<file path="src/include/hpgc_pkg.sv">
// Purpose: Shared constants for the headphone gain control register bank.
// Assumes: Register index times four is the AXI4-Lite byte address.
// Notes: Codes and field positions are used by the top and the gate module.
package hpgc_pkg;
  // Register indices
  localparam logic [7:0] IDX_LEFT_GAIN = 8'h02;
  localparam logic [7:0] IDX_RIGHT_GAIN = 8'h03;
  localparam logic [7:0] IDX_TIMEOUT_CFG = 8'h08;
  localparam logic [7:0] IDX_STATUS = 8'h09;
  localparam logic [7:0] IDX_POWER_TWO = 8'h1A;
  localparam logic [7:0] IDX_TRIM = 8'h47;
  localparam logic [7:0] IDX_PUMP = 8'h52;

  // Gain register fields
  localparam int BIT_STROBE = 8;
  localparam int BIT_ZC = 7;
  localparam int CODE_W = 7;
  localparam int CODE_MSB = 6;
  // Power management two fields
  localparam int BIT_MUTE_LEFT = 1;
  localparam int BIT_MUTE_RIGHT = 0;
  // Trim register fields
  localparam int TRIM_W = 3;
  localparam int TRIM_LEFT_LSB = 6;
  localparam int TRIM_RIGHT_LSB = 3;
  // Timeout config fields
  localparam int BIT_TO_ENABLE = 0;
  localparam int TO_DIV_LSB = 1;
  localparam int TO_DIV_W = 3;
  // Pump register field
  localparam int BIT_PUMP_DYN = 0;
  // Status fields
  localparam int ST_RIGHT_LSB = 7;
  localparam int ST_PEND_LEFT = 14;
  localparam int ST_PEND_RIGHT = 15;
  localparam int ST_PUMP_REG = 16;
  localparam int ST_MUTE_LEFT = 17;
  localparam int ST_MUTE_RIGHT = 18;

  // Reset values
  localparam logic [6:0] CODE_RESET = 7'h00;
  localparam logic [2:0] TRIM_RESET = 3'h7;

  // Gain decode points
  localparam logic [6:0] CODE_MUTE_MAX = 7'h2F;
  localparam logic [6:0] CODE_FLOOR_MAX = 7'h35;
  localparam logic [7:0] CODE_ZERO_DB = 8'h79;
  localparam logic [7:0] FLOOR_DB = 8'hBC;  // -68 dB
  localparam logic [7:0] TRIM_ZERO_DB = 8'h07;

  // AXI4-Lite responses
  localparam logic [1:0] RESP_OKAY = 2'h0;
  localparam logic [1:0] RESP_SLVERR = 2'h2;
endpackage

</file>
<file path="src/hpgc_zc_gate.sv">
// Purpose: Holds one channel's main gain change until zero cross or timeout.
// Assumes: toTick is already gated by the timeout clock enable.
// Notes: A new load while pending with zero-cross on replaces the code and restarts the timeout.
`timescale 1ns/1ps
module hpgc_zc_gate #(
  parameter int DIV_W = 3,
  parameter int CNT_W = 8
) (
  input wire logic ref_clk, // System clock
  input wire logic srst, // Synchronous reset, active high
  input wire logic load, // Applied update strobe, one cycle
  input wire logic [6:0] newCode, // Stored main gain code
  input wire logic zcEnable, // Zero-cross gating on
  input wire logic zeroCross, // Zero crossing seen this cycle
  input wire logic toTick, // Timeout clock tick
  input wire logic [DIV_W-1:0] toDiv, // Timeout period select
  output logic [6:0] activeCode_ff, // Gain code in effect
  output logic pending_ff // Change waiting for zero cross
);
  logic [6:0] pendCode_ff;
  logic [CNT_W-1:0] tickCnt_ff;
  logic [CNT_W-1:0] target;

  initial begin
    if (CNT_W < (1 << DIV_W)) begin
      $error("hpgc_zc_gate: CNT_W too small for DIV_W");
    end
  end

  // Period doubles with each divider step
  assign target = CNT_W'(1) << toDiv; // [RQ7]

  always_ff @(posedge ref_clk) begin
    if (srst) begin
      activeCode_ff <= hpgc_pkg::CODE_RESET; // [RQ17]
      pendCode_ff <= hpgc_pkg::CODE_RESET;
      pending_ff <= 1'b0;
      tickCnt_ff <= '0;
    end else if (load) begin
      if (!zcEnable) begin
        activeCode_ff <= newCode; // [RQ10]
        pending_ff <= 1'b0;
      end else begin
        pendCode_ff <= newCode; // [RQ5]
        pending_ff <= 1'b1;
        tickCnt_ff <= '0;
      end
    end else if (pending_ff) begin
      // Dropping the enable while pending releases the change at once
      if (!zcEnable || zeroCross) begin
        activeCode_ff <= pendCode_ff; // [RQ5]
        pending_ff <= 1'b0;
      end else if (toTick) begin
        if (tickCnt_ff + CNT_W'(1) >= target) begin
          activeCode_ff <= pendCode_ff; // [RQ6]
          pending_ff <= 1'b0;
        end else begin
          tickCnt_ff <= tickCnt_ff + CNT_W'(1); // [RQ7]
        end
      end
    end
  end
endmodule

</file>
<file path="src/hpgc_top.sv">
// Purpose: Headphone gain control register bank with AXI4-Lite slave.
// Assumes: Zero-cross inputs are synchronous one-cycle detections.
// Notes: Byte address is register index times four; only byte lanes 0..2 matter.
// Function
// [RQ1] Main stage spans -68dB to +6dB in 1dB steps.
// [RQ2] Codes to 0x2F mute, to 0x35 give -68dB, 0x79 is 0dB.
// [RQ3] Trim code 000 is -7dB up to 111 at 0dB, resets to 111.
// [RQ4] Channel total gain is main gain plus trim gain.
// [RQ5] With zero-cross on, a pending main change waits for a crossing.
// [RQ6] Without a crossing, the pending change applies when the timeout expires.
// [RQ7] Timeout counts only when enabled; divider setting selects its period.
// [RQ8] Bit 7 of each gain register enables zero-cross, reset 0.
// [RQ9] Writing a code without strobe stores it, active gain unchanged.
// [RQ10] Strobe bit 8 in either gain register applies both stored codes.
// [RQ11] Stored mutes take effect only on the update strobe.
// [RQ12] Mute bit 1 left, bit 0 right; 1 mutes; reset un-muted.
// [RQ13] Trim codes act at once, independent of the strobe.
// [RQ14] Trim changes bypass zero-cross gating.
// [RQ15] Software changes only main gains during playback.
// [RQ16] Software should set both trim codes to 000.
// [RQ17] Main gain codes reset to zero, leaving the channel muted.
// [RQ18] Selecting register pump mode completes only on the update strobe.
// [RQ19] Update strobe self-clears, is not stored, reads as zero.
`timescale 1ns/1ps
module hpgc_top #(
  parameter int ADDR_W = 10,
  parameter int TICK_CYCLES = 1000
) (
  input wire logic ref_clk, // 20 MHz system clock
  input wire logic srst, // Synchronous reset, active high
  input wire logic s_axi_awvalid, // Write address valid
  output logic s_axi_awready, // Write address ready
  input wire logic [ADDR_W-1:0] s_axi_awaddr, // Write byte address
  input wire logic s_axi_wvalid, // Write data valid
  output logic s_axi_wready, // Write data ready
  input wire logic [31:0] s_axi_wdata, // Write data
  input wire logic [3:0] s_axi_wstrb, // Write byte enables
  output logic s_axi_bvalid, // Write response valid
  input wire logic s_axi_bready, // Write response ready
  output logic [1:0] s_axi_bresp, // Write response
  input wire logic s_axi_arvalid, // Read address valid
  output logic s_axi_arready, // Read address ready
  input wire logic [ADDR_W-1:0] s_axi_araddr, // Read byte address
  output logic s_axi_rvalid, // Read data valid
  input wire logic s_axi_rready, // Read data ready
  output logic [31:0] s_axi_rdata, // Read data
  output logic [1:0] s_axi_rresp, // Read response
  input wire logic leftZeroCross, // Left signal zero crossing
  input wire logic rightZeroCross, // Right signal zero crossing
  output logic [6:0] leftActiveCode, // Left main code in effect
  output logic [6:0] rightActiveCode, // Right main code in effect
  output logic leftMuted, // Left main stage silent
  output logic rightMuted, // Right main stage silent
  output logic [2:0] leftTrimCode, // Left trim code in effect
  output logic [2:0] rightTrimCode, // Right trim code in effect
  output logic [7:0] leftTotalGainDb, // Left total gain, signed dB
  output logic [7:0] rightTotalGainDb, // Right total gain, signed dB
  output logic pumpRegisterMode // Pump under register control
);
  localparam int TICK_W = $clog2(TICK_CYCLES + 1);

  initial begin
    if (ADDR_W < 10 || TICK_CYCLES < 1) begin
      $error("hpgc_top: ADDR_W must be at least 10 and TICK_CYCLES at least 1");
    end
  end

  // Main stage gain in dB, signed 8 bits
  function automatic logic [7:0] mainDb(input logic [6:0] code);
    if (code <= hpgc_pkg::CODE_FLOOR_MAX) begin
      mainDb = hpgc_pkg::FLOOR_DB; // [RQ2]
    end else begin
      mainDb = {1'b0, code} - hpgc_pkg::CODE_ZERO_DB; // [RQ1]
    end
  endfunction

  function automatic logic [7:0] trimDb(input logic [2:0] code);
    trimDb = {5'h00, code} - hpgc_pkg::TRIM_ZERO_DB; // [RQ3]
  endfunction

  function automatic logic codeMutes(input logic [6:0] code);
    codeMutes = (code <= hpgc_pkg::CODE_MUTE_MAX); // [RQ2]
  endfunction

  // Stored register contents
  logic [6:0] leftCode_ff;
  logic [6:0] rightCode_ff;
  logic leftZc_ff;
  logic rightZc_ff;
  logic leftMuteStored_ff;
  logic rightMuteStored_ff;
  logic leftMuteActive_ff;
  logic rightMuteActive_ff;
  logic [2:0] leftTrim_ff;
  logic [2:0] rightTrim_ff;
  logic toEnable_ff;
  logic [2:0] toDiv_ff;
  logic pumpDyn_ff;
  logic updPulse_ff;
  logic [TICK_W-1:0] preCnt_ff;
  logic toTick_ff;

  // Bus state
  logic awHeld_ff;
  logic wHeld_ff;
  logic [7:0] wIdx_ff;
  logic [31:0] wData_ff;
  logic [3:0] wStrb_ff;
  logic doWrite;
  logic [7:0] rIdx;

  logic [6:0] leftGateCode;
  logic [6:0] rightGateCode;
  logic leftPend;
  logic rightPend;

  assign doWrite = awHeld_ff && wHeld_ff && !s_axi_bvalid;
  assign rIdx = s_axi_araddr[9:2];

  // Write address and data captured independently, in either order
  always_ff @(posedge ref_clk) begin
    if (srst) begin
      awHeld_ff <= 1'b0;
      s_axi_awready <= 1'b0;
      wIdx_ff <= 8'h00;
    end else if (s_axi_awvalid && s_axi_awready) begin
      awHeld_ff <= 1'b1;
      s_axi_awready <= 1'b0;
      wIdx_ff <= s_axi_awaddr[9:2];
    end else if (doWrite) begin
      awHeld_ff <= 1'b0;
    end else if (!awHeld_ff && !s_axi_bvalid) begin
      s_axi_awready <= 1'b1;
    end
  end

  always_ff @(posedge ref_clk) begin
    if (srst) begin
      wHeld_ff <= 1'b0;
      s_axi_wready <= 1'b0;
      wData_ff <= 32'h0000_0000;
      wStrb_ff <= 4'h0;
    end else if (s_axi_wvalid && s_axi_wready) begin
      wHeld_ff <= 1'b1;
      s_axi_wready <= 1'b0;
      wData_ff <= s_axi_wdata;
      wStrb_ff <= s_axi_wstrb;
    end else if (doWrite) begin
      wHeld_ff <= 1'b0;
    end else if (!wHeld_ff && !s_axi_bvalid) begin
      s_axi_wready <= 1'b1;
    end
  end

  always_ff @(posedge ref_clk) begin
    if (srst) begin
      s_axi_bvalid <= 1'b0;
      s_axi_bresp <= hpgc_pkg::RESP_OKAY;
    end else if (doWrite) begin
      s_axi_bvalid <= 1'b1;
      unique case (wIdx_ff)
        hpgc_pkg::IDX_LEFT_GAIN, hpgc_pkg::IDX_RIGHT_GAIN, hpgc_pkg::IDX_POWER_TWO,
        hpgc_pkg::IDX_TRIM, hpgc_pkg::IDX_PUMP, hpgc_pkg::IDX_TIMEOUT_CFG,
        hpgc_pkg::IDX_STATUS: begin
          s_axi_bresp <= hpgc_pkg::RESP_OKAY;
        end
        default: begin
          s_axi_bresp <= hpgc_pkg::RESP_SLVERR;
        end
      endcase
    end else if (s_axi_bready) begin
      s_axi_bvalid <= 1'b0;
    end
  end

  // Main gain registers; the strobe is a pulse, never stored
  always_ff @(posedge ref_clk) begin
    if (srst) begin
      leftCode_ff <= hpgc_pkg::CODE_RESET; // [RQ17]
      rightCode_ff <= hpgc_pkg::CODE_RESET; // [RQ17]
      leftZc_ff <= 1'b0; // [RQ8]
      rightZc_ff <= 1'b0; // [RQ8]
      updPulse_ff <= 1'b0;
    end else begin
      updPulse_ff <= 1'b0; // [RQ19]
      if (doWrite && (wIdx_ff == hpgc_pkg::IDX_LEFT_GAIN)) begin
        if (wStrb_ff[0]) begin
          leftCode_ff <= wData_ff[hpgc_pkg::CODE_MSB:0]; // [RQ9]
          leftZc_ff <= wData_ff[hpgc_pkg::BIT_ZC]; // [RQ8]
        end
        if (wStrb_ff[1] && wData_ff[hpgc_pkg::BIT_STROBE]) begin
          updPulse_ff <= 1'b1; // [RQ10]
        end
      end
      if (doWrite && (wIdx_ff == hpgc_pkg::IDX_RIGHT_GAIN)) begin
        if (wStrb_ff[0]) begin
          rightCode_ff <= wData_ff[hpgc_pkg::CODE_MSB:0]; // [RQ9]
          rightZc_ff <= wData_ff[hpgc_pkg::BIT_ZC]; // [RQ8]
        end
        if (wStrb_ff[1] && wData_ff[hpgc_pkg::BIT_STROBE]) begin
          updPulse_ff <= 1'b1; // [RQ10]
        end
      end
    end
  end

  // Mute settings are staged and only applied on the strobe
  always_ff @(posedge ref_clk) begin
    if (srst) begin
      leftMuteStored_ff <= 1'b0; // [RQ12]
      rightMuteStored_ff <= 1'b0; // [RQ12]
      leftMuteActive_ff <= 1'b0;
      rightMuteActive_ff <= 1'b0;
    end else begin
      if (doWrite && (wIdx_ff == hpgc_pkg::IDX_POWER_TWO) && wStrb_ff[0]) begin
        leftMuteStored_ff <= wData_ff[hpgc_pkg::BIT_MUTE_LEFT]; // [RQ12]
        rightMuteStored_ff <= wData_ff[hpgc_pkg::BIT_MUTE_RIGHT]; // [RQ12]
      end
      if (updPulse_ff) begin
        leftMuteActive_ff <= leftMuteStored_ff; // [RQ11]
        rightMuteActive_ff <= rightMuteStored_ff; // [RQ11]
      end
    end
  end

  // Trim codes drive the outputs directly, no strobe and no gating
  always_ff @(posedge ref_clk) begin
    if (srst) begin
      leftTrim_ff <= hpgc_pkg::TRIM_RESET; // [RQ3]
      rightTrim_ff <= hpgc_pkg::TRIM_RESET; // [RQ3]
    end else if (doWrite && (wIdx_ff == hpgc_pkg::IDX_TRIM)) begin
      if (wStrb_ff[1]) begin
        leftTrim_ff <= wData_ff[hpgc_pkg::TRIM_LEFT_LSB +: hpgc_pkg::TRIM_W]; // [RQ13]
      end
      if (wStrb_ff[0]) begin
        rightTrim_ff <= wData_ff[hpgc_pkg::TRIM_RIGHT_LSB +: hpgc_pkg::TRIM_W]; // [RQ13]
      end
    end
  end

  // Timeout config and pump mode
  always_ff @(posedge ref_clk) begin
    if (srst) begin
      toEnable_ff <= 1'b0;
      toDiv_ff <= 3'h0;
      pumpDyn_ff <= 1'b0;
      pumpRegisterMode <= 1'b1;
    end else begin
      if (doWrite && (wIdx_ff == hpgc_pkg::IDX_TIMEOUT_CFG) && wStrb_ff[0]) begin
        toEnable_ff <= wData_ff[hpgc_pkg::BIT_TO_ENABLE];
        toDiv_ff <= wData_ff[hpgc_pkg::TO_DIV_LSB +: hpgc_pkg::TO_DIV_W];
      end
      if (doWrite && (wIdx_ff == hpgc_pkg::IDX_PUMP) && wStrb_ff[0]) begin
        pumpDyn_ff <= wData_ff[hpgc_pkg::BIT_PUMP_DYN];
        // Dynamic mode takes over at once; register mode waits for the strobe
        if (wData_ff[hpgc_pkg::BIT_PUMP_DYN]) begin
          pumpRegisterMode <= 1'b0;
        end
      end else if (updPulse_ff && !pumpDyn_ff) begin
        pumpRegisterMode <= 1'b1; // [RQ18]
      end
    end
  end

  // Timeout prescaler runs only while enabled, so a stopped clock never expires
  always_ff @(posedge ref_clk) begin
    if (srst || !toEnable_ff) begin
      preCnt_ff <= '0;
      toTick_ff <= 1'b0;
    end else if (preCnt_ff == TICK_W'(TICK_CYCLES - 1)) begin
      preCnt_ff <= '0;
      toTick_ff <= 1'b1; // [RQ7]
    end else begin
      preCnt_ff <= preCnt_ff + TICK_W'(1);
      toTick_ff <= 1'b0;
    end
  end

  hpgc_zc_gate #(.DIV_W(hpgc_pkg::TO_DIV_W), .CNT_W(8)) leftGate (
    .ref_clk(ref_clk),
    .srst(srst),
    .load(updPulse_ff),
    .newCode(leftCode_ff),
    .zcEnable(leftZc_ff),
    .zeroCross(leftZeroCross),
    .toTick(toTick_ff),
    .toDiv(toDiv_ff),
    .activeCode_ff(leftGateCode),
    .pending_ff(leftPend)
  );

  hpgc_zc_gate #(.DIV_W(hpgc_pkg::TO_DIV_W), .CNT_W(8)) rightGate (
    .ref_clk(ref_clk),
    .srst(srst),
    .load(updPulse_ff),
    .newCode(rightCode_ff),
    .zcEnable(rightZc_ff),
    .zeroCross(rightZeroCross),
    .toTick(toTick_ff),
    .toDiv(toDiv_ff),
    .activeCode_ff(rightGateCode),
    .pending_ff(rightPend)
  );

  // Outputs re-registered one cycle after the gate and trim state
  always_ff @(posedge ref_clk) begin
    if (srst) begin
      leftActiveCode <= hpgc_pkg::CODE_RESET;
      rightActiveCode <= hpgc_pkg::CODE_RESET;
      leftMuted <= 1'b1;
      rightMuted <= 1'b1;
      leftTrimCode <= hpgc_pkg::TRIM_RESET;
      rightTrimCode <= hpgc_pkg::TRIM_RESET;
      leftTotalGainDb <= hpgc_pkg::FLOOR_DB;
      rightTotalGainDb <= hpgc_pkg::FLOOR_DB;
    end else begin
      leftActiveCode <= leftGateCode;
      rightActiveCode <= rightGateCode;
      leftMuted <= codeMutes(leftGateCode) || leftMuteActive_ff; // [RQ2]
      rightMuted <= codeMutes(rightGateCode) || rightMuteActive_ff; // [RQ2]
      leftTrimCode <= leftTrim_ff; // [RQ14]
      rightTrimCode <= rightTrim_ff; // [RQ14]
      leftTotalGainDb <= mainDb(leftGateCode) + trimDb(leftTrim_ff); // [RQ4]
      rightTotalGainDb <= mainDb(rightGateCode) + trimDb(rightTrim_ff); // [RQ4]
    end
  end

  // Read channel; strobe bit always reads zero
  always_ff @(posedge ref_clk) begin
    if (srst) begin
      s_axi_arready <= 1'b0;
      s_axi_rvalid <= 1'b0;
      s_axi_rdata <= 32'h0000_0000;
      s_axi_rresp <= hpgc_pkg::RESP_OKAY;
    end else if (s_axi_arvalid && s_axi_arready) begin
      s_axi_arready <= 1'b0;
      s_axi_rvalid <= 1'b1;
      s_axi_rdata <= 32'h0000_0000;
      s_axi_rresp <= hpgc_pkg::RESP_OKAY;
      unique case (rIdx)
        hpgc_pkg::IDX_LEFT_GAIN: begin
          s_axi_rdata[hpgc_pkg::BIT_ZC:0] <= {leftZc_ff, leftCode_ff}; // [RQ19]
        end
        hpgc_pkg::IDX_RIGHT_GAIN: begin
          s_axi_rdata[hpgc_pkg::BIT_ZC:0] <= {rightZc_ff, rightCode_ff}; // [RQ19]
        end
        hpgc_pkg::IDX_POWER_TWO: begin
          s_axi_rdata[hpgc_pkg::BIT_MUTE_LEFT] <= leftMuteStored_ff;
          s_axi_rdata[hpgc_pkg::BIT_MUTE_RIGHT] <= rightMuteStored_ff;
        end
        hpgc_pkg::IDX_TRIM: begin
          s_axi_rdata[hpgc_pkg::TRIM_LEFT_LSB +: hpgc_pkg::TRIM_W] <= leftTrim_ff;
          s_axi_rdata[hpgc_pkg::TRIM_RIGHT_LSB +: hpgc_pkg::TRIM_W] <= rightTrim_ff;
        end
        hpgc_pkg::IDX_PUMP: begin
          s_axi_rdata[hpgc_pkg::BIT_PUMP_DYN] <= pumpDyn_ff;
        end
        hpgc_pkg::IDX_TIMEOUT_CFG: begin
          s_axi_rdata[hpgc_pkg::BIT_TO_ENABLE] <= toEnable_ff;
          s_axi_rdata[hpgc_pkg::TO_DIV_LSB +: hpgc_pkg::TO_DIV_W] <= toDiv_ff;
        end
        hpgc_pkg::IDX_STATUS: begin
          s_axi_rdata[hpgc_pkg::CODE_MSB:0] <= leftGateCode;
          s_axi_rdata[hpgc_pkg::ST_RIGHT_LSB +: hpgc_pkg::CODE_W] <= rightGateCode;
          s_axi_rdata[hpgc_pkg::ST_PEND_LEFT] <= leftPend;
          s_axi_rdata[hpgc_pkg::ST_PEND_RIGHT] <= rightPend;
          s_axi_rdata[hpgc_pkg::ST_PUMP_REG] <= pumpRegisterMode;
          s_axi_rdata[hpgc_pkg::ST_MUTE_LEFT] <= leftMuteActive_ff;
          s_axi_rdata[hpgc_pkg::ST_MUTE_RIGHT] <= rightMuteActive_ff;
        end
        default: begin
          s_axi_rresp <= hpgc_pkg::RESP_SLVERR;
        end
      endcase
    end else if (s_axi_rvalid) begin
      if (s_axi_rready) begin
        s_axi_rvalid <= 1'b0;
      end
    end else begin
      s_axi_arready <= 1'b1;
    end
  end
endmodule

</file>
<file path="config.mk">
export PLATFORM = sky130hd
export DESIGN_NAME = hpgc_top
export DESIGN_NICKNAME = d
export VERILOG_FILES = /design/src/include/hpgc_pkg.sv /design/src/hpgc_zc_gate.sv /design/src/hpgc_top.sv
export SDC_FILE = /design/constraint.sdc
export NUM_CORES = 1
export LEC_CHECK = 0
export BUFFER_PORTS_ARGS = -buffer_cell sky130_fd_sc_hd__buf_2
export CORE_MARGIN = 5
export CORE_UTILIZATION = 35
export DETAILED_ROUTE_END_ITERATION = 12
export GPL_ROUTABILITY_DRIVEN = 0
export PLACE_DENSITY = 0.61
export SYNTH_ARGS = -nofsm -noshare
export SYNTH_HDL_FRONTEND = slang
export SYNTH_SLANG_ARGS = --single-unit
export TNS_END_PERCENT = 5
</file>
<file path="constraint.sdc">
create_clock -name ref_clk -period 2.6 [get_ports ref_clk]
set_input_delay 0.52 -clock ref_clk [delete_from_list [all_inputs] [get_ports ref_clk]]
set_output_delay 0.52 -clock ref_clk [all_outputs]
set_load 0.02 [all_outputs]
</file>
# ---- After elaboration in Yosys (flattened, before gate mapping)
# Index checks and enable logic that the tools add are counted.
dict set report totals {
  ff_bits 177
  output_inout_bits 80
  elab_cells 212
}
dict set report op_classes {
  addsub 9
  magnitude_cmp 6
  eq_ne 24
  shifts 1
  muxes 65
  bitwise 1
  n_reduce_logical 60
}
# op count
set op_table {}
lappend op_table {{$mux W8} 16}
lappend op_table {{$mux W7} 12}
lappend op_table {{$eq A8 B2 Y1 const B} 4}
lappend op_table {{$eq A8 B4 Y1 const B} 4}
lappend op_table {{$eq A8 B7 Y1 const B} 4}
lappend op_table {{$le A7 B6 Y1 const B} 4}
lappend op_table {{$mux W1} 28}
lappend op_table {{$logic_and A1 B1 Y1} 18}
lappend op_table {{$ne A2 B2 Y1 const B} 9}
lappend op_table {{$reduce_and A2 Y1} 9}
lappend op_table {{$add A8 B1 Y8 const B} 2}
lappend op_table {{$add A8 B8 Y8} 2}
lappend op_table {{$eq A8 B5 Y1 const B} 2}
lappend op_table {{$ge A8 B8 Y1} 2}
lappend op_table {{$pmux W4 S4} 1}
lappend op_table {{$sub A7 B7 Y8 const B} 2}
lappend op_table {{$reduce_bool A2 Y1} 7}
lappend op_table {{$reduce_or A7 Y1} 2}
lappend op_table {{$reduce_bool A3 Y1} 4}
lappend op_table {{$add A10 B1 Y10 const B} 1}
lappend op_table {{$eq A10 B10 Y1 const B} 1}
lappend op_table {{$mux W10} 1}
lappend op_table {{$pmux W1 S5} 2}
lappend op_table {{$reduce_and A5 Y1} 2}
lappend op_table {{11 further kinds} 27}

# ---- Longest topological paths before layout
dict set report depth {
  word_depth 7
  mapped_depth 16
  ltp_nobuf 16
}

# ---- By module
# From an unflattened synthesis, not the netlist that was laid out.
dict set report hier_totals {
  cells_unflattened 1040
  area_unflattened_um2 8819.7
}
# module instances cells_each area_per_inst_um2
set modules_own_cells {}
lappend modules_own_cells {hpgc_top 1 690 6009.5}
lappend modules_own_cells {hpgc_zc_gate 2 175 1405.1}

# ---- Worst setup path after synthesis
# No wires, ideal clock.
dict set report synth_timing {
  kind {register -> register}
  startpoint {register toDiv_ff[0]}
  endpoint {register rightGate.tickCnt_ff[0]}
  arrival_time_ps 2720
  required_ps 2485
  path_slack_ps -235
  stages_incl_launch_ff 10
  n_path_buf 1
  path_cell_list {dfxtp_1 -> clkbuf_1 -> inv_2 -> or3_1 -> ha_1 -> a2111o_1 -> a31oi_1 -> nand3_1 -> and3_1 -> o21a_1}
}
dict set report synth_between {
  elab_chain_cells 4
}
# item line_no
set synth_lines {}
lappend synth_lines {{start, declared} hpgc_top.sv:97} ;# logic [2:0] toDiv_ff;
lappend synth_lines {{start signal, assigned} hpgc_top.sv:251} ;# toDiv_ff <= wData_ff[hpgc_pkg::TO_DIV_LSB +: hpgc_pkg::TO_DIV_W];
lappend synth_lines {{$shl A1 B3 Y8} hpgc_zc_gate.sv:31} ;# assign target = CNT_W'(1) << toDiv;
lappend synth_lines {{$ge A8 B8 Y1} hpgc_zc_gate.sv:54} ;# if (tickCnt_ff + CNT_W'(1) >= target) begin
lappend synth_lines {{$ne A2 B2 Y1 (no line)} --}
lappend synth_lines {{$reduce_and A5 Y1 (no line)} --}
lappend synth_lines {{end signal, assigned} hpgc_zc_gate.sv:58} ;# tickCnt_ff <= tickCnt_ff + CNT_W'(1);
lappend synth_lines {{end, declared} hpgc_zc_gate.sv:21} ;# logic [CNT_W-1:0] tickCnt_ff;
# No other way between the ends.
# A chain may end at the register's enable or synchronous reset.

# ---- Worst setup path after layout
dict set report layout_timing {
  startpoint {register rightGate.activeCode_ff[1]}
  endpoint {register rightTotalGainDb[6]}
}
dict set report layout_between {
  elab_chain_cells 4
}
# item line_no
set layout_lines {}
lappend layout_lines {{start, declared} hpgc_zc_gate.sv:17} ;# output logic [6:0] activeCode_ff,
lappend layout_lines {{start signal, assigned} hpgc_zc_gate.sv:35} ;# activeCode_ff <= hpgc_pkg::CODE_RESET;
lappend layout_lines {{start signal, assigned} hpgc_zc_gate.sv:41} ;# activeCode_ff <= newCode;
lappend layout_lines {{start signal, assigned} hpgc_zc_gate.sv:51} ;# activeCode_ff <= pendCode_ff;
lappend layout_lines {{$sub A7 B7 Y8 / $le A7 B6 Y1 (equally long branches)} {hpgc_top.sv:73, hpgc_top.sv:70}}
lappend layout_lines {{$mux W8 (*)} hpgc_top.sv:70} ;# if (code <= hpgc_pkg::CODE_FLOOR_MAX) begin
lappend layout_lines {{$mux W8 (*)} hpgc_top.sv:307} ;# if (srst) begin
lappend layout_lines {{$add A8 B8 Y8 (*)} hpgc_top.sv:324} ;# rightTotalGainDb <= mainDb(rightGateCode) + trimDb(rightTrim_ff);
lappend layout_lines {{end signal, assigned} hpgc_top.sv:315} ;# rightTotalGainDb <= hpgc_pkg::FLOOR_DB;
lappend layout_lines {{end signal, assigned} hpgc_top.sv:324}
lappend layout_lines {{end, declared} hpgc_top.sv:57} ;# output logic [7:0] rightTotalGainDb,
# Every way passes the cells marked *; elsewhere a longest branch is shown, timed or not. The select of a mux whose other input is x is not followed.

==> summary.txt <==
Min path
  – Worst min path class: in2reg
  – HP Start: s_axi_wdata[5]
  – Worst Hold Endpoint: wData_ff[5]$_SDFFE_PP0P_
  – WHS Path Cells: 3

Synth
  – Post-synthesis compound-gate area fraction: 13.0%
  – Adder-cell share of the synthesized area: 6.58%
  – Synthesized area per cell: 8.46 um^2
  – Synth Area in Simple Gates: 23.8%
  – Sequential element share of the synthesized area: 41.7%
  – FF+latch count, synth: 175
  – Async set or reset register ratio after synthesis: 0%
  – Post-synth EDFFs: 0
  – Top FF cell, synth: dfxtp_1
  – Warnings, synthesis: 0
  – Post-Syn Instances: 993
  – Distinct cells, synth: 66
  – Post-synthesis cell area: 0.00840 mm^2
  – Post-Synth XOR/XNOR Area: 3.54%
  – Mux contribution to synthesized area: 6.15%
  – Largest family of logic cells by synthesized area: simple AND/OR/NAND/NOR gates

Clock tree
  – Clk Latency, worst-skew pair: 0.43 ns
  – Clock Path Buffers: 2
  – H-Tree Depth: 4
  – Clk Tree Root Cell: clkbuf_16
  – CTS tree: built
  – Clock buffer count from CTS: 17
  – Hold_buf cts: 0
  – # clock sinks: 175
  – CTS clk-pin slew, worst paths: 0.07 ns

Place
  – Area post-placement: 0.00943 mm^2
  – IO Port Bufs: 100
  – Dpl ws: -0.0194 ns
  – DP HPWL: 15,800 um

Power and ir drop
  – Combinational share of power: 4.8%
  – Leakage: 3.98 nW
  – Pwr per Cell Area: 549 mW/mm^2
  – Sw Share: 24.9%
  – Sequential Power Share: 49.5%
  – Clock network power share: 45.7%
  – Sw Pwr: 1.39 mW
  – Pint: 4.18 mW
  – VDD IR-drop max: 0.000407 V

Critical path
  – Critical path class: reg2reg
  – Critical R2R Capture: rightTotalGainDb[6]$_SDFF_PP0_
  – Startpoint types: flop
  – RR Startpoint: rightGate.activeCode_ff[1]$_SDFFE_PP0P_
  – CP endpoint kind: flop
  – R2r worst-path depth: 16
  – Crit-path max FO: 2
  – CP Data Required Time: 2.92 ns
  – Flop2flop setup slack: 0.05 ns
  – Arr. time, crit path: 2.87 ns

Global route
  – Number of global-route vias before repair: 6,506
  – Largest net degree at the start of global routing: 72
  – Initial antenna violation count: 2
  – First-pass GRT wire length: 33,700 um
  – Grt total ovfl: 0
  – GRT Util Overall: 15.6%

Timing
  – RSZ-0062 raised after global routing: yes
  – Final Worst Setup Slack: 0.0471 ns
  – Clock skew: 0.00766 ns
  – Max_slew headroom: 40.8%
  – Slew Limit Fails: 0
  – Final Critical Period: 2.55 ns
  – Fin. Hold Viols: 0
  – Endpoints failing setup: 0
  – Fmax: 392 MHz
  – Worst slew pin tran: 0.865 ns
  – Period utilisation layout: 98.2%

Detailed routing
  – DRT iter0 DRCs: 383
  – Wire length per cell: 14.8 um
  – DRC violations left: 0
  – Antenna-violating nets left: 0
  – Detailed Routing Iterations Pass 1: 5
  – Via count: 7,121
  – Final wirelength: 21,400 um
  – Vias/cell: 4.94

Die
  – # rows: 56
  – IO Pins: 145
  – Die H: 165 um
  – Core area: 0.0235 mm^2
  – Initial core utilization: 35.7%
  – Die X: 165 um
  – Die ar.: 0.0272 mm^2

Cells and area
  – Nets: 1,217
  – Post-Layout Inst Area: 0.0101 mm^2
  – Share of layout cells above drive strength 1: 20.0%
  – FF+latch area: 0.00351 mm^2
  – Most common cell after layout, fill and taps aside: dfxtp_1
  – Area of the multi-input gates: 0.00463 mm^2
  – Filler instances: 2,384
  – Highest-count cells in the layout ignoring fill and taps: dfxtp_1 (171), nand2_1 (118), nor2_1 (100), buf_2 (99), a21oi_1 (81)
  – Diode count: 0
  – Area Growth Syn to Fin: 20.7%

Job
  – Max Cap Viol: 0

Status
  – Status: completed
==> per-layer routing <==
layer	part of all wire (%)	vias to the layer above	global-route usage (%)	wire length (um)
met5	0.15	-	0	31
met1	47	3290	20.8	10100
li1	-	3656	-	-
met4	1.4	4	4.31	295
met2	46	145	25.3	9880
met3	4.9	26	3.39	1060
==> critical path, cell delays in order, from the launching register on <==
cell	delay [ns]
dfxtp_2	0.34
inv_2	0.05
ha_4	0.16
nor3b_4	0.17
nor2_2	0.07
nor2_1	0.10
nor2_1	0.06
nor2_1	0.12
ha_2	0.19
inv_2	0.04
fa_2	0.35
nor2b_2	0.14
o21a_1	0.16
o21ai_1	0.06
nand2b_1	0.08
a21oi_2	0.06
mux2_4	0.29
==> what timing repair did <==
action / CTS / global route
gates resized for setup: 5 / 25
pin swaps: 0 / 13
hold endpoints to repair: 0 / 0
endpoints found under the setup margin: 6 / 25
setup buffers: 0 / 2
==> worst max-delay path by stage <==
| stage | from | to | slack (ns) |
|---|---|---|---|
| 2_1_floorplan | toDiv_ff[0]$_SDFFE_PP0P_ | rightGate.tickCnt_ff[0]$_SDFFE_PP0P_ | -0.05 |
| 3_3_place_gp | rightGate.activeCode_ff[0]$_SDFFE_PP0P_ | rightTotalGainDb[7]$_SDFF_PP1_ | -0.02 |
| 3_5_place_dp | rightGate.activeCode_ff[0]$_SDFFE_PP0P_ | rightTotalGainDb[7]$_SDFF_PP1_ | -0.02 |
| 4_1_cts | rightGate.activeCode_ff[1]$_SDFFE_PP0P_ | rightTotalGainDb[6]$_SDFF_PP0_ | 0.001 |
| 5_1_grt | rightGate.activeCode_ff[1]$_SDFFE_PP0P_ | rightTotalGainDb[6]$_SDFF_PP0_ | -0.17 |
| 6_report | rightGate.activeCode_ff[1]$_SDFFE_PP0P_ | rightTotalGainDb[6]$_SDFF_PP0_ | 0.05 |
==> logic make-up (layout without fill, tap and decap cells) <==
| kind of cell | after synthesis | after routing |
|---|---|---|
| and+or+nand+nor | 411 | 411 |
| AOI/OAI and AO/OA | 179 | 179 |
| DFF | 175 | 175 |
| buffers and inverters | 99 | 214 |
| muxes | 51 | 51 |
| adders and majority gates | 43 | 43 |
| xor gates and xnor gates | 34 | 34 |
| other | 1 | 15 |
==> flip-flops by register name, summed over array words and instances (netlist names), 8 cells and up <==
register / count
leftGate.tickCnt_ff: 8
leftTotalGainDb: 8
preCnt_ff: 10
rightGate.tickCnt_ff: 8
rightTotalGainDb: 8
s_axi_rdata: 19
wData_ff: 9
wIdx_ff: 8
==> layout make-up <==
cell class | instances | area share [%]
multi-input cells | 733 | 45.7
repair buffers | 150 | 8.82
inverters | 32 | 1.18
clock inverters | 14 | 1.46
flip-flops and latches | 175 | 34.6
clock buffers | 18 | 4.33
well taps | 319 | 3.93
==> power groups by stage <==
stage	registers [mW]	clock network (mW)	logic, mW
floorplan	2.82	0	0.176
global placement	2.82	0	0.263
detailed placement	2.82	0	0.266
CTS	2.75	2.61	0.267
global route	2.76	2.71	0.293
finish	2.75	2.55	0.265
==> synth_stat cells, drive strengths merged (9+ instances only) <==
cell type	n	area share, %
a211oi	12	1.1
a21oi	84	5.0
buf	22	1.7
clkbuf	45	2.0
dfxtp	175	42
ha	41	6.1
inv	31	1.4
mux2i	46	5.5
nand2	118	5.3
nand2b	11	0.82
nand3	54	3.2
nand4	11	0.82
nor2	104	4.7
nor2b	22	1.6
nor3	23	1.5
o21ai	35	2.1
o41ai	9	0.94
or2	14	1.0
or3	10	0.74
xnor2	22	2.3
xor2	12	1.3
==> per-stage QoR <==
stage / power (mW) / std cells / TNS [ns] / utilization (%) / hold WS (ns)
floorplan: 3.00 / 1007 / -0.0929 / - / 0.413
CTS: 5.63 / 1439 / 0 / 42.7 / 0.303
global route: 5.76 / 1441 / -1.11 / 43.1 / 0.327
detailed placement: 3.08 / 1407 / -0.0194 / 40.1 / 0.444
finish: 5.57 / 1441 / 0 / 43.1 / 0.322
global placement: 3.08 / 1407 / -0.0233 / 40.1 / 0.428
(Power assumes the default switching activity.)
